File: src/perf_event_qualifier_params.svh
// Operation
// - power event accumulates every cycle the processor is not stopped.
// - power mask bit 0 qualifies all active time, halt and throttle included.
// - delivery-switch event counts each trace cache to microcode ROM switch, mask bit 0.
// - queue-write event counts each valid micro-op whose source bit is enabled.
// - software sets source bits: 0 build mode, 1 deliver mode, 2 ROM.
// - allocator stall event counts occurrences or duration of stalls.
// - stall mask bit 5 qualifies stalls from store buffer exhaustion.
// - allocator stall event may be absent on some models.
// - combine buffer event counts only operations whose mask bits are enabled.
// - combine buffer mask bit 0 qualifies evictions of every cause.
// - combine buffer mask bit 1 qualifies evictions for lack of free buffer.
`ifndef PERF_EVENT_QUALIFIER_PARAMS_SVH
`define PERF_EVENT_QUALIFIER_PARAMS_SVH

// ----------------------------------------
// register offsets
// ----------------------------------------
`define OFS_EVSEL   8'h00
`define OFS_CFG     8'h04
`define OFS_COUNT   8'h08
`define OFS_STATUS  8'h0C

// ----------------------------------------
// field positions
// ----------------------------------------
`define SEL_HI      31
`define SEL_LO      25
`define MASK_HI     24
`define MASK_LO     9
`define GRP_HI      15
`define GRP_LO      13
`define CFG_ENABLE  12
`define CFG_EDGE    24
`define ST_OVF      0
`define ST_STALL_OK 1
`define ST_HIT      2

// ----------------------------------------
// reset values
// ----------------------------------------
`define EVSEL_RST   32'h0000_0000
`define CFG_RST     32'h0000_0000
`define COUNT_RST   32'h0000_0000

// ----------------------------------------
// event codes and groups
// ----------------------------------------
`define SEL_POWER   7'h05
`define SEL_SWITCH  7'h05
`define SEL_QWRITE  7'h09
`define SEL_STALL   7'h01
`define SEL_COMBINE 7'h05
`define GRP_POWER   3'h6
`define GRP_SWITCH  3'h0
`define GRP_QWRITE  3'h0
`define GRP_STALL   3'h1
`define GRP_COMBINE 3'h5

// ----------------------------------------
// mask bit positions within the 16-bit mask
// ----------------------------------------
`define MB_RUNNING   0
`define MB_ROM_XFER  0
`define MB_BUILD     0
`define MB_DELIVER   1
`define MB_ROM       2
`define MB_STORE_BUF 5
`define MB_ANY_EVICT 0
`define MB_FULL_EVICT 1

// ----------------------------------------
// bus answers
// ----------------------------------------
`define RESP_OKAY   2'h0
`define RESP_SLVERR 2'h2

`endif

File: src/perf_event_pkg.sv
package perf_event_pkg;

  typedef enum logic [5:0]
  {
    EV_NONE    = 6'b000001,
    EV_POWER   = 6'b000010,
    EV_SWITCH  = 6'b000100,
    EV_QWRITE  = 6'b001000,
    EV_STALL   = 6'b010000,
    EV_COMBINE = 6'b100000
  } event_id_type;

endpackage

File: src/event_counter.sv
`timescale 1ns/1ns
`include "perf_event_qualifier_params.svh"

module event_counter #(
  parameter int WIDTH = 32
) (
  // clock and reset
  input  wire logic             clk,
  input  wire logic             arst_n,
  // increment and load
  input  wire logic [1:0]       inc,
  input  wire logic             load,
  input  wire logic [WIDTH-1:0] load_data,
  // state
  output logic      [WIDTH-1:0] value,
  output logic                  overflow
);

  logic [WIDTH:0]   sum;
  logic [WIDTH-1:0] next_value;
  logic             next_overflow;

  // a software load wins over a same-cycle increment
  always_comb
  begin
    sum           = {1'b0, value} + {{(WIDTH - 1){1'b0}}, inc};
    next_value    = load ? load_data : sum[WIDTH-1:0];
    next_overflow = ~load & sum[WIDTH];
  end

  always_ff @(posedge clk or negedge arst_n)
  begin
    if (!arst_n)
    begin
      value    <= WIDTH'(`COUNT_RST);
      overflow <= 1'b0;
    end
    else
    begin
      value    <= next_value;
      overflow <= next_overflow;
    end
  end

endmodule

File: src/event_qualifier.sv
`timescale 1ns/1ns
`include "perf_event_qualifier_params.svh"

module event_qualifier #(
  parameter bit STALL_SUPPORTED = 1'b1
) (
  // clock and reset
  input  wire logic        clk,
  input  wire logic        arst_n,
  // configuration
  input  wire logic        enable,
  input  wire logic        edge_mode,
  input  wire logic [6:0]  event_select,
  input  wire logic [15:0] event_mask,
  input  wire logic [2:0]  select_group,
  // pipeline event sources
  input  wire logic        not_stopped,
  input  wire logic        delivery_switch_event,
  input  wire logic        src_build_mode,
  input  wire logic        src_deliver_mode,
  input  wire logic        src_rom,
  input  wire logic        store_buf_exhausted,
  input  wire logic        evict_any,
  input  wire logic        evict_no_free,
  // result
  output logic      [1:0]  inc,
  output logic             hit
);

  perf_event_pkg::event_id_type id;
  logic [1:0] raw;
  logic       raw_hit;
  logic       prev_hit;
  logic [1:0] next_inc;

  function automatic logic [1:0] ones3(input logic [2:0] v);
    ones3 = {1'b0, v[0]} + {1'b0, v[1]} + {1'b0, v[2]};
  endfunction

  always_comb
  begin
    unique case ({event_select, select_group})
      {`SEL_POWER,   `GRP_POWER}:   id = perf_event_pkg::EV_POWER;
      {`SEL_SWITCH,  `GRP_SWITCH}:  id = perf_event_pkg::EV_SWITCH;
      {`SEL_QWRITE,  `GRP_QWRITE}:  id = perf_event_pkg::EV_QWRITE;
      {`SEL_STALL,   `GRP_STALL}:   id = perf_event_pkg::EV_STALL;
      {`SEL_COMBINE, `GRP_COMBINE}: id = perf_event_pkg::EV_COMBINE;
      default:                      id = perf_event_pkg::EV_NONE;
    endcase
  end

  always_comb
  begin
    raw = 2'h0;
    unique case (id)
      perf_event_pkg::EV_POWER:
        raw = {1'b0, event_mask[`MB_RUNNING] & not_stopped};
      perf_event_pkg::EV_SWITCH:
        raw = {1'b0, event_mask[`MB_ROM_XFER] & delivery_switch_event};
      perf_event_pkg::EV_QWRITE:
        raw = ones3({event_mask[`MB_ROM] & src_rom,
                     event_mask[`MB_DELIVER] & src_deliver_mode,
                     event_mask[`MB_BUILD] & src_build_mode});
      perf_event_pkg::EV_STALL:
        raw = {1'b0, STALL_SUPPORTED & event_mask[`MB_STORE_BUF]
                     & store_buf_exhausted};
      perf_event_pkg::EV_COMBINE:
        raw = {1'b0, (event_mask[`MB_ANY_EVICT] & evict_any)
                     | (event_mask[`MB_FULL_EVICT] & evict_no_free)};
      perf_event_pkg::EV_NONE:
        raw = 2'h0;
    endcase
    raw_hit = enable & (raw != 2'h0);
    // edge mode turns a duration count into an occurrence count
    if (edge_mode)
      next_inc = {1'b0, raw_hit & ~prev_hit};
    else
      next_inc = enable ? raw : 2'h0;
  end

  always_ff @(posedge clk or negedge arst_n)
  begin
    if (!arst_n)
    begin
      inc      <= 2'h0;
      hit      <= 1'b0;
      prev_hit <= 1'b0;
    end
    else
    begin
      inc      <= next_inc;
      hit      <= raw_hit;
      prev_hit <= raw_hit;
    end
  end

endmodule

File: src/perf_event_qualifier.sv
`timescale 1ns/1ns
`include "perf_event_qualifier_params.svh"

module perf_event_qualifier #(
  parameter bit STALL_SUPPORTED = 1'b1,
  parameter int COUNT_WIDTH     = 32
) (
  // clock and reset
  input  wire logic        CLK_SYS,
  input  wire logic        ARST_N,
  // write address
  input  wire logic [7:0]  AWADDR,
  input  wire logic        AWVALID,
  output logic             AWREADY,
  // write data
  input  wire logic [31:0] WDATA,
  input  wire logic [3:0]  WSTRB,
  input  wire logic        WVALID,
  output logic             WREADY,
  // write response
  output logic [1:0]       BRESP,
  output logic             BVALID,
  input  wire logic        BREADY,
  // read address
  input  wire logic [7:0]  ARADDR,
  input  wire logic        ARVALID,
  output logic             ARREADY,
  // read data
  output logic [31:0]      RDATA,
  output logic [1:0]       RRESP,
  output logic             RVALID,
  input  wire logic        RREADY,
  // pipeline event sources, same clock
  input  wire logic        NOT_STOPPED,
  input  wire logic        DELIVERY_SWITCH,
  input  wire logic        SRC_BUILD_MODE,
  input  wire logic        SRC_DELIVER_MODE,
  input  wire logic        SRC_ROM,
  input  wire logic        STORE_BUF_EXHAUSTED,
  input  wire logic        EVICT_ANY,
  input  wire logic        EVICT_NO_FREE,
  // counter state
  output logic             OVERFLOW_FLAG
);

  // ----------------------------------------
  // declarations
  // ----------------------------------------
  logic [31:0]            event_selection_control;
  logic [31:0]            counter_config_control;
  logic [31:0]            next_evsel;
  logic [31:0]            next_cfg;
  logic                   next_overflow_flag;

  logic                   aw_held;
  logic                   w_held;
  logic [7:0]             aw_addr;
  logic [31:0]            w_data;
  logic [3:0]             w_strb;
  logic                   next_aw_held;
  logic                   next_w_held;
  logic [7:0]             next_aw_addr;
  logic [31:0]            next_w_data;
  logic [3:0]             next_w_strb;
  logic                   next_awready;
  logic                   next_wready;
  logic                   next_bvalid;
  logic [1:0]             next_bresp;
  logic                   next_arready;
  logic                   next_rvalid;
  logic [31:0]            next_rdata;
  logic [1:0]             next_rresp;

  logic                   wr_fire;
  logic                   wr_mapped;
  logic                   count_load;
  logic [31:0]            status_word;
  logic [31:0]            load_word;

  logic [1:0]             inc;
  logic                   hit;
  logic [COUNT_WIDTH-1:0] count_value;
  logic                   count_wrap;

  function automatic logic [31:0] merge(input logic [31:0] old,
                                        input logic [31:0] data,
                                        input logic [3:0]  strb);
    for (int i = 0; i < 4; i++)
      merge[i*8 +: 8] = strb[i] ? data[i*8 +: 8] : old[i*8 +: 8];
  endfunction

  function automatic logic is_mapped(input logic [7:0] addr);
    is_mapped = (addr == `OFS_EVSEL) || (addr == `OFS_CFG)
                || (addr == `OFS_COUNT) || (addr == `OFS_STATUS);
  endfunction

  // ----------------------------------------
  // event qualification and counting
  // ----------------------------------------
  event_qualifier #(
    .STALL_SUPPORTED (STALL_SUPPORTED)
  ) u_qualifier (
    .clk                   (CLK_SYS),
    .arst_n                (ARST_N),
    .enable                (counter_config_control[`CFG_ENABLE]),
    .edge_mode             (counter_config_control[`CFG_EDGE]),
    .event_select          (event_selection_control[`SEL_HI:`SEL_LO]),
    .event_mask            (event_selection_control[`MASK_HI:`MASK_LO]),
    .select_group          (counter_config_control[`GRP_HI:`GRP_LO]),
    .not_stopped           (NOT_STOPPED),
    .delivery_switch_event (DELIVERY_SWITCH),
    .src_build_mode        (SRC_BUILD_MODE),
    .src_deliver_mode      (SRC_DELIVER_MODE),
    .src_rom               (SRC_ROM),
    .store_buf_exhausted   (STORE_BUF_EXHAUSTED),
    .evict_any             (EVICT_ANY),
    .evict_no_free         (EVICT_NO_FREE),
    .inc                   (inc),
    .hit                   (hit)
  );

  event_counter #(
    .WIDTH (COUNT_WIDTH)
  ) u_counter (
    .clk       (CLK_SYS),
    .arst_n    (ARST_N),
    .inc       (inc),
    .load      (count_load),
    .load_data (load_word[COUNT_WIDTH-1:0]),
    .value     (count_value),
    .overflow  (count_wrap)
  );

  // ----------------------------------------
  // write channel
  // ----------------------------------------
  // address and data are taken in either order; the write lands one
  // cycle after both are held, and the response follows at once
  assign wr_fire    = aw_held & w_held & ~BVALID;
  assign wr_mapped  = is_mapped(aw_addr);
  assign count_load = wr_fire & (aw_addr == `OFS_COUNT);
  assign load_word  = merge(32'(count_value), w_data, w_strb);

  always_comb
  begin
    next_aw_held = aw_held;
    next_w_held  = w_held;
    next_aw_addr = aw_addr;
    next_w_data  = w_data;
    next_w_strb  = w_strb;
    next_bvalid  = BVALID;
    next_bresp   = BRESP;
    if (AWVALID && AWREADY)
    begin
      next_aw_held = 1'b1;
      next_aw_addr = AWADDR;
    end
    if (WVALID && WREADY)
    begin
      next_w_held = 1'b1;
      next_w_data = WDATA;
      next_w_strb = WSTRB;
    end
    if (wr_fire)
    begin
      next_aw_held = 1'b0;
      next_w_held  = 1'b0;
      next_bvalid  = 1'b1;
      next_bresp   = wr_mapped ? `RESP_OKAY : `RESP_SLVERR;
    end
    else if (BVALID && BREADY)
    begin
      next_bvalid = 1'b0;
    end
    next_awready = ~next_aw_held & ~next_bvalid;
    next_wready  = ~next_w_held & ~next_bvalid;
  end

  always_ff @(posedge CLK_SYS or negedge ARST_N)
  begin
    if (!ARST_N)
    begin
      aw_held <= 1'b0;
      w_held  <= 1'b0;
      aw_addr <= 8'h00;
      w_data  <= 32'h0000_0000;
      w_strb  <= 4'h0;
      AWREADY <= 1'b0;
      WREADY  <= 1'b0;
      BVALID  <= 1'b0;
      BRESP   <= `RESP_OKAY;
    end
    else
    begin
      aw_held <= next_aw_held;
      w_held  <= next_w_held;
      aw_addr <= next_aw_addr;
      w_data  <= next_w_data;
      w_strb  <= next_w_strb;
      AWREADY <= next_awready;
      WREADY  <= next_wready;
      BVALID  <= next_bvalid;
      BRESP   <= next_bresp;
    end
  end

  // ----------------------------------------
  // control registers and sticky overflow
  // ----------------------------------------
  always_comb
  begin
    next_evsel         = event_selection_control;
    next_cfg           = counter_config_control;
    next_overflow_flag = OVERFLOW_FLAG;
    if (wr_fire && aw_addr == `OFS_EVSEL)
      next_evsel = merge(event_selection_control, w_data, w_strb);
    if (wr_fire && aw_addr == `OFS_CFG)
      next_cfg = merge(counter_config_control, w_data, w_strb);
    // write one to clear; a wrap in the same cycle keeps the flag set
    if (wr_fire && aw_addr == `OFS_STATUS && w_strb[0] && w_data[`ST_OVF])
      next_overflow_flag = 1'b0;
    if (count_wrap)
      next_overflow_flag = 1'b1;
  end

  always_ff @(posedge CLK_SYS or negedge ARST_N)
  begin
    if (!ARST_N)
    begin
      event_selection_control <= `EVSEL_RST;
      counter_config_control  <= `CFG_RST;
      OVERFLOW_FLAG           <= 1'b0;
    end
    else
    begin
      event_selection_control <= next_evsel;
      counter_config_control  <= next_cfg;
      OVERFLOW_FLAG           <= next_overflow_flag;
    end
  end

  // ----------------------------------------
  // read channel
  // ----------------------------------------
  always_comb
  begin
    status_word               = 32'h0000_0000;
    status_word[`ST_OVF]      = OVERFLOW_FLAG;
    status_word[`ST_STALL_OK] = STALL_SUPPORTED;
    status_word[`ST_HIT]      = hit;
  end

  // one read at a time: the address is refused while data is pending
  always_comb
  begin
    next_rvalid = RVALID;
    next_rdata  = RDATA;
    next_rresp  = RRESP;
    if (ARVALID && ARREADY)
    begin
      next_rvalid = 1'b1;
      next_rresp  = is_mapped(ARADDR) ? `RESP_OKAY : `RESP_SLVERR;
      unique case (ARADDR)
        `OFS_EVSEL:  next_rdata = event_selection_control;
        `OFS_CFG:    next_rdata = counter_config_control;
        `OFS_COUNT:  next_rdata = 32'(count_value);
        `OFS_STATUS: next_rdata = status_word;
        default:     next_rdata = 32'h0000_0000;
      endcase
    end
    else if (RVALID && RREADY)
    begin
      next_rvalid = 1'b0;
    end
    next_arready = ~next_rvalid;
  end

  always_ff @(posedge CLK_SYS or negedge ARST_N)
  begin
    if (!ARST_N)
    begin
      ARREADY <= 1'b0;
      RVALID  <= 1'b0;
      RDATA   <= 32'h0000_0000;
      RRESP   <= `RESP_OKAY;
    end
    else
    begin
      ARREADY <= next_arready;
      RVALID  <= next_rvalid;
      RDATA   <= next_rdata;
      RRESP   <= next_rresp;
    end
  end

endmodule

File: config.mk
export PLATFORM = sky130hd
export DESIGN_NAME = perf_event_qualifier
export DESIGN_NICKNAME = d
export VERILOG_FILES = /design/src/perf_event_pkg.sv /design/src/event_counter.sv /design/src/event_qualifier.sv /design/src/perf_event_qualifier.sv
export VERILOG_INCLUDE_DIRS = /design/src
export SDC_FILE = /design/constraint.sdc
export NUM_CORES = 1
export LEC_CHECK = 0
export BUFFER_PORTS_ARGS = -buffer_cell sky130_fd_sc_hd__buf_2
export CORE_ASPECT_RATIO = 1.4
export CORE_UTILIZATION = 30
export CTS_BUF_LIST = sky130_fd_sc_hd__clkbuf_4 sky130_fd_sc_hd__clkbuf_8
export DETAILED_ROUTE_END_ITERATION = 7
export PLACE_DENSITY_LB_ADDON = 0.3
export RECOVER_POWER = 100
export SLEW_MARGIN = 10
export SYNTH_ARGS = -nofsm -noshare
export SYNTH_HDL_FRONTEND = slang
export SYNTH_SLANG_ARGS = --single-unit
File: constraint.sdc
create_clock -name CLK_SYS -period 3.6 [get_ports CLK_SYS]
set_input_delay 0 -clock CLK_SYS [delete_from_list [all_inputs] [get_ports CLK_SYS]]
set_output_delay 0 -clock CLK_SYS [all_outputs]
set_load 0.1 [all_outputs]
==> Word level (Yosys, flattened, before mapping) <==
Cells that the tools add are included.
{ "word_totals": {"reg_bits": 188, "latch_bits": 0, "ramBits": 0, "romBits": 0, "inputBits": 67, "output_inout_bits": 42, "elab_cells": 127, "n_memories": 0} }
{ "classes": {"addsub": 3, "multipliers": 0, "n_div": 0, "n_lt_le_gt_ge": 0, "n_eq_ne": 21, "shifts": 0, "mux": 22, "bitwise": 24, "reduce_logical": 28} }
{ "op_table": {"columns": ["op", "count"], "rows": [
  ["$pmux 32 s4", 1],
  ["$add 32x2->33", 1],
  ["$eq 8x4->1 const B", 4],
  ["$mux 32", 1],
  ["$mux 8", 4],
  ["$eq 10x6->1 const B", 3],
  ["$pmux 6 s5", 1],
  ["$and 1x1->1", 16],
  ["$eq 8x3->1 const B", 2],
  ["$logic_not 8->1", 2],
  ["$reduce_and 2->1", 8],
  ["$pmux 2 s6", 1],
  ["$eq 10x4->1 const B", 1],
  ["$eq 10x7->1 const B", 1],
  ["$logic_and 1x1->1", 10],
  ["$mux 1", 10],
  ["$mux 2", 4],
  ["$ne 2x2->1 const B", 4],
  ["$not 1->1", 7],
  ["$eq 6x1->1 const B", 1],
  ["$eq 6x2->1 const B", 1],
  ["$eq 6x3->1 const B", 1],
  ["$eq 6x4->1 const B", 1],
  ["$eq 6x5->1 const B", 1],
  ["other kinds (6)", 12]
]} }

==> Longest topological paths before layout <==
{ "depth": {"word_depth": 8, "mapped_depth": 8, "depth_no_buf": 8} }

==> By module <==
From an unflattened synthesis, not the netlist that was laid out.
{ "hier_totals": {"cells_unflattened": 693, "hier_area_um2": 8907.3} }
{ "by_module_without_submodules": {"columns": ["mod", "instances", "cells_each", "area_per_inst_um2", "seq_area_each_um2"], "rows": [
  ["perf_event_qualifier", 1, 464, 6760.2, 3753.6],
  ["event_counter", 1, 194, 1818.0, 825.8],
  ["event_qualifier", 1, 35, 329.1, 75.1]
]} }

==> Least setup slack after synthesis <==
OpenSTA, ideal clock, no wires.
{ "synth_timing": {"path_kind": "flip-flop to flip-flop", "start": "reg BVALID", "end": "reg u_counter.value[20]", "setup_ns": 0.094, "arrival_time_ns": 2.360, "required_ns": 3.506, "setup_slack_ns": 1.146, "stages_incl_launch_ff": 8, "n_path_buf": 2, "period_less_slack_ns": 2.454, "cell_sequence": "dfrtp_1 > and3b_1 > clkbuf_2 > and4_1 > buf_6 > nor4_4 > a211oi_1 > a211oi_1"} }
{ "synth_between": {"elab_chain_cells": 4, "elab_cells_between_ends": 5, "cone_classes": "1 x eq/ne; 1 x mux; 3 x bitwise"} }
{ "synth_lines": {"columns": ["element", "line_no", "source"], "rows": [
  ["start, declared", "perf_event_qualifier.sv:22", "output logic BVALID,"],
  ["start signal, assigned", "perf_event_qualifier.sv:202", "BVALID <= next_bvalid;"],
  ["$not 1->1 *", "perf_event_qualifier.sv:139", "assign wr_fire = aw_held & w_held & ~BVALID;"],
  ["$and 1x1->1 *", "perf_event_qualifier.sv:139", null],
  ["$and 1x1->1 *", "perf_event_qualifier.sv:141", "assign count_load = wr_fire & (aw_addr == `OFS_COUNT);"],
  ["$ne 2x2->1 (no line) / $mux 32 (equally long branches)", null, null],
  ["end signal, assigned", "event_counter.sv:35", "value <= WIDTH'(`COUNT_RST);"],
  ["end signal, assigned", "event_counter.sv:40", "value <= next_value;"],
  ["end, declared", "event_counter.sv:15", "output logic [WIDTH-1:0] value,"]
]} }
Mark *: on every way between the ends. The rest lies on a longest branch, timed or not.
A chain may end at the register's enable or synchronous reset.

==> Final worst setup path <==
{ "layout_timing": {"start": "reg aw_addr[5]", "end": "reg counter_config_control[18]"} }
{ "layout_between": {"elab_chain_cells": 3} }
{ "layout_lines": {"columns": ["element", "line_no", "source"], "rows": [
  ["start, declared", "perf_event_qualifier.sv:57", "logic [7:0] aw_addr;"],
  ["start signal, assigned", "perf_event_qualifier.sv:197", "aw_addr <= next_aw_addr;"],
  ["$eq 8x3->1 (no line)", null, null],
  ["$logic_and 1x1->1 (no line)", null, null],
  ["$reduce_and 2->1 (no line)", null, null],
  ["end signal, assigned", "perf_event_qualifier.sv:231", "counter_config_control <= `CFG_RST;"],
  ["end signal, assigned", "perf_event_qualifier.sv:237", "counter_config_control <= next_cfg;"],
  ["end, declared", "perf_event_qualifier.sv:50", "logic [31:0] counter_config_control;"]
]} }
No other way between the ends.

==> out/metrics.csv <==
metric;value;unit
cellLeakagePower;0.00458;uW
cp.arrival;3300;ps
hold_slack;170;ps
seq_power_share;54.1;%
fp-row-count;72;
syn_inst;711;
p_per_area;552;mW/mm^2
pre_cts_ws;986;ps
setup_tns;0;ps
htreeDepth;4;
stdcell_count;1242;
wl_per_cell;18.2;um
cts_made_buffers;17;
insertion_delay;470;ps
track_usage;16.5;%
grt_max_degree;119;
port-buffer-count;106;
synth_edf_count;0;
setup_viol;0;
ios;109;
layout-drive-gt1-share;25.9;%
dp_cells;1161;
cts_sinks;186;
critPathKind;reg2reg;
synth_top_area_cell;dfrtp_1;
num-nets-final;932;
finalCoreUtilization;36.9;%
synth_flop_cell;dfrtp_1;
slew_headroom;-18.6;%
crit_path_max_fanout;8;
ir_drop;0.335;mV
wirelength;22.6;mm
post_cts_buffers;0;
core;0.0277;mm^2
syn_avg_cell_area;12.0;um^2
post-route-period-util;81.8;%
drtPass1Iterations;4;
hold_path.class;in2reg;
ctsResizeCount;0;
rsz0062_at_grt;false;
ant_nets;0;
yosys.area.top_type_share;54.6;%
ys_warn_count;0;
p_sw;1890;uW
clkPwrFrac;26.0;%
min_period;2950;ps
first_global_vias;6410;
synth_area_leaders;dfrtp_1, mux2_2, mux2i_1;
vias_per_cell;4.99;
grt_pass1_wl;36.0;mm
antenna_found_initial;0;
ctsHoldBuffers;51;
fin_ws;655;ps
ys_seq_elements;186;
synth_top_cells_by_count;dfrtp_1, mux2_2, nand2_1;
drc_errors;0;
yosysSeqAreaShare;54.6;%
start_kind;register;
drtIter0Drc;320;
drv_cap;2;
clk_path_buf_depth;2;
grt_remaining_overflow;0;
clk_pin_slew;90;ps
hold_viol;0;
final_max_slew_viol_count;72;
worstPathRequired;3950;ps
max_freq;340;MHz
switching_share;33.4;%
worst_slew_pin_slew;1770;ps
cts-root-buf;clkbuf_8;
cp_slowest_cell;nor3b_2;
chipWidth;144;um
start_util;30.7;%
cp_cell_sequence;nor4_1, and3_1, nand2_1, nor3b_2, mux2_2;
area_delta_synth_final;20.1;%
status;complete, but fails checks;
fp.dieH;201;um
fin_skew;18.0;ps
gp_congestion;0.830;
cts_tree;done;
end_kind;register;
yosysMostFrequentCell;dfrtp_1;
dr_total_vias;6195;
async_flop_share;100;%
synth_cell_types;59;
n_antenna_cell;0;
violations;max-capacitance violations, max-slew violations;
die_area;0.0291;mm^2
combPwrFrac;19.9;%
slowest_delay;740;ps
p_int;3770;uW
syn_area;0.00853;mm^2
dp_hpwl;15.9;mm
[final cells by class]
class	instances	area, um^2
tap	370	463
clock inverter	10	143
inverter	11	41.3
timing repair buffer	166	1050
multi-input combinational	479	3630
fill	2816	17500
sequential	186	4650
clock buffer	20	263
[power by group through the flow]
stage	Combinational [uW]	Clock [uW]	Sequential (uW)
2_1_floorplan	758	0	3020
3_3_place_gp	1100	0	3110
3_5_place_dp	1120	0	3130
4_1_cts	1160	1520	3090
5_1_grt	1230	1580	3140
6_report	1120	1470	3060
[critical path, delay by kind of cell (launching register included)]
kind | cells | cell delay (ps)
multiplexers | 1 | 420
AND/OR/NAND/NOR | 4 | 2030
flip-flops | 1 | 380
[cell families after synthesis]
family                   after synthesis  share of synthesized area [%]
AO/OA/AOI/OAI                        141                           11.3
adder cells (fa/ha/maj)                4                          0.763
buffers and inverters                 47                           2.51
flip-flops                           186                           54.6
multiplexers                         140                           18.3
other                                  1                         0.0440
AND/OR/NAND/NOR                      192                           12.5
[path summary, 6_finish.rpt]
path                               startpoint                          to  slack (ps)  cells after the start
max                                aw_addr[5]  counter_config_control[18]         650                      5
min                               NOT_STOPPED             u_qualifier.hit         170                      5
max reg2reg                        aw_addr[5]  counter_config_control[18]         650                      5
min reg2reg                u_counter.overflow               OVERFLOW_FLAG         470                      1
max in group asynchronous              ARST_N         u_counter.value[20]        1520                      3
min in group asynchronous              ARST_N                  aw_addr[0]         180                      2
[flip-flops by register name, summed over array words and instances, names as in the netlist]
signal and count:
RDATA 32, counter_config_control 32, event_selection_control 32, u_counter.value 32, w_data 32, aw_addr 8
w_strb 4, u_qualifier.inc 2, ARREADY 1, AWREADY 1, BRESP 1, BVALID 1
OVERFLOW_FLAG 1, RRESP 1, RVALID 1, WREADY 1, aw_held 1, u_counter.overflow 1
u_qualifier.hit 1, w_held 1
[cell usage in the layout, fill, tap and decap left out, drive strengths merged, types with 3 or more instances in the layout]
cell / count
mux2: 108
nand2: 56
nor2: 34
and4: 3
nor4: 4
o32ai: 4
bufinv: 3
nand2b: 3
inv: 13
nor2b: 6
mux2i: 30
o22ai: 8
nand3b: 3
a311oi: 4
a211oi: 16
and2: 11
dfrtp: 186
nor3b: 9
clkbuf: 65
or3: 3
o21bai: 3
dlygate4sd3: 51
and3: 10
buf: 70
nand4: 10
nand3: 24
a21oi: 17
o21ai: 43
a22o: 31
clkinvlp: 4
nor3: 10
o221a: 4
[per-layer routing]
layer | vias to the layer above | GRT usage, % | part of all wire [%]
li1 | 2914 | - | -
met1 | 3159 | 20.9 | 44
met2 | 106 | 28.6 | 52
met3 | 16 | 2.78 | 3.4
met4 | 0 | 4.59 | 1.2
met5 | - | 0 | 0
[through the flow]
| stage | total power [uW] | area [um^2] |
|---|---|---|
| floorplan | 3770 | 8530 |
| detailed placement | 4240 | 9450 |
| finish | 5660 | 10200 |
| global placement | 4210 | 9450 |
| global route | 5960 | 10200 |
| CTS | 5760 | 10400 |
Note: power is estimated with default switching activity, not from simulation.
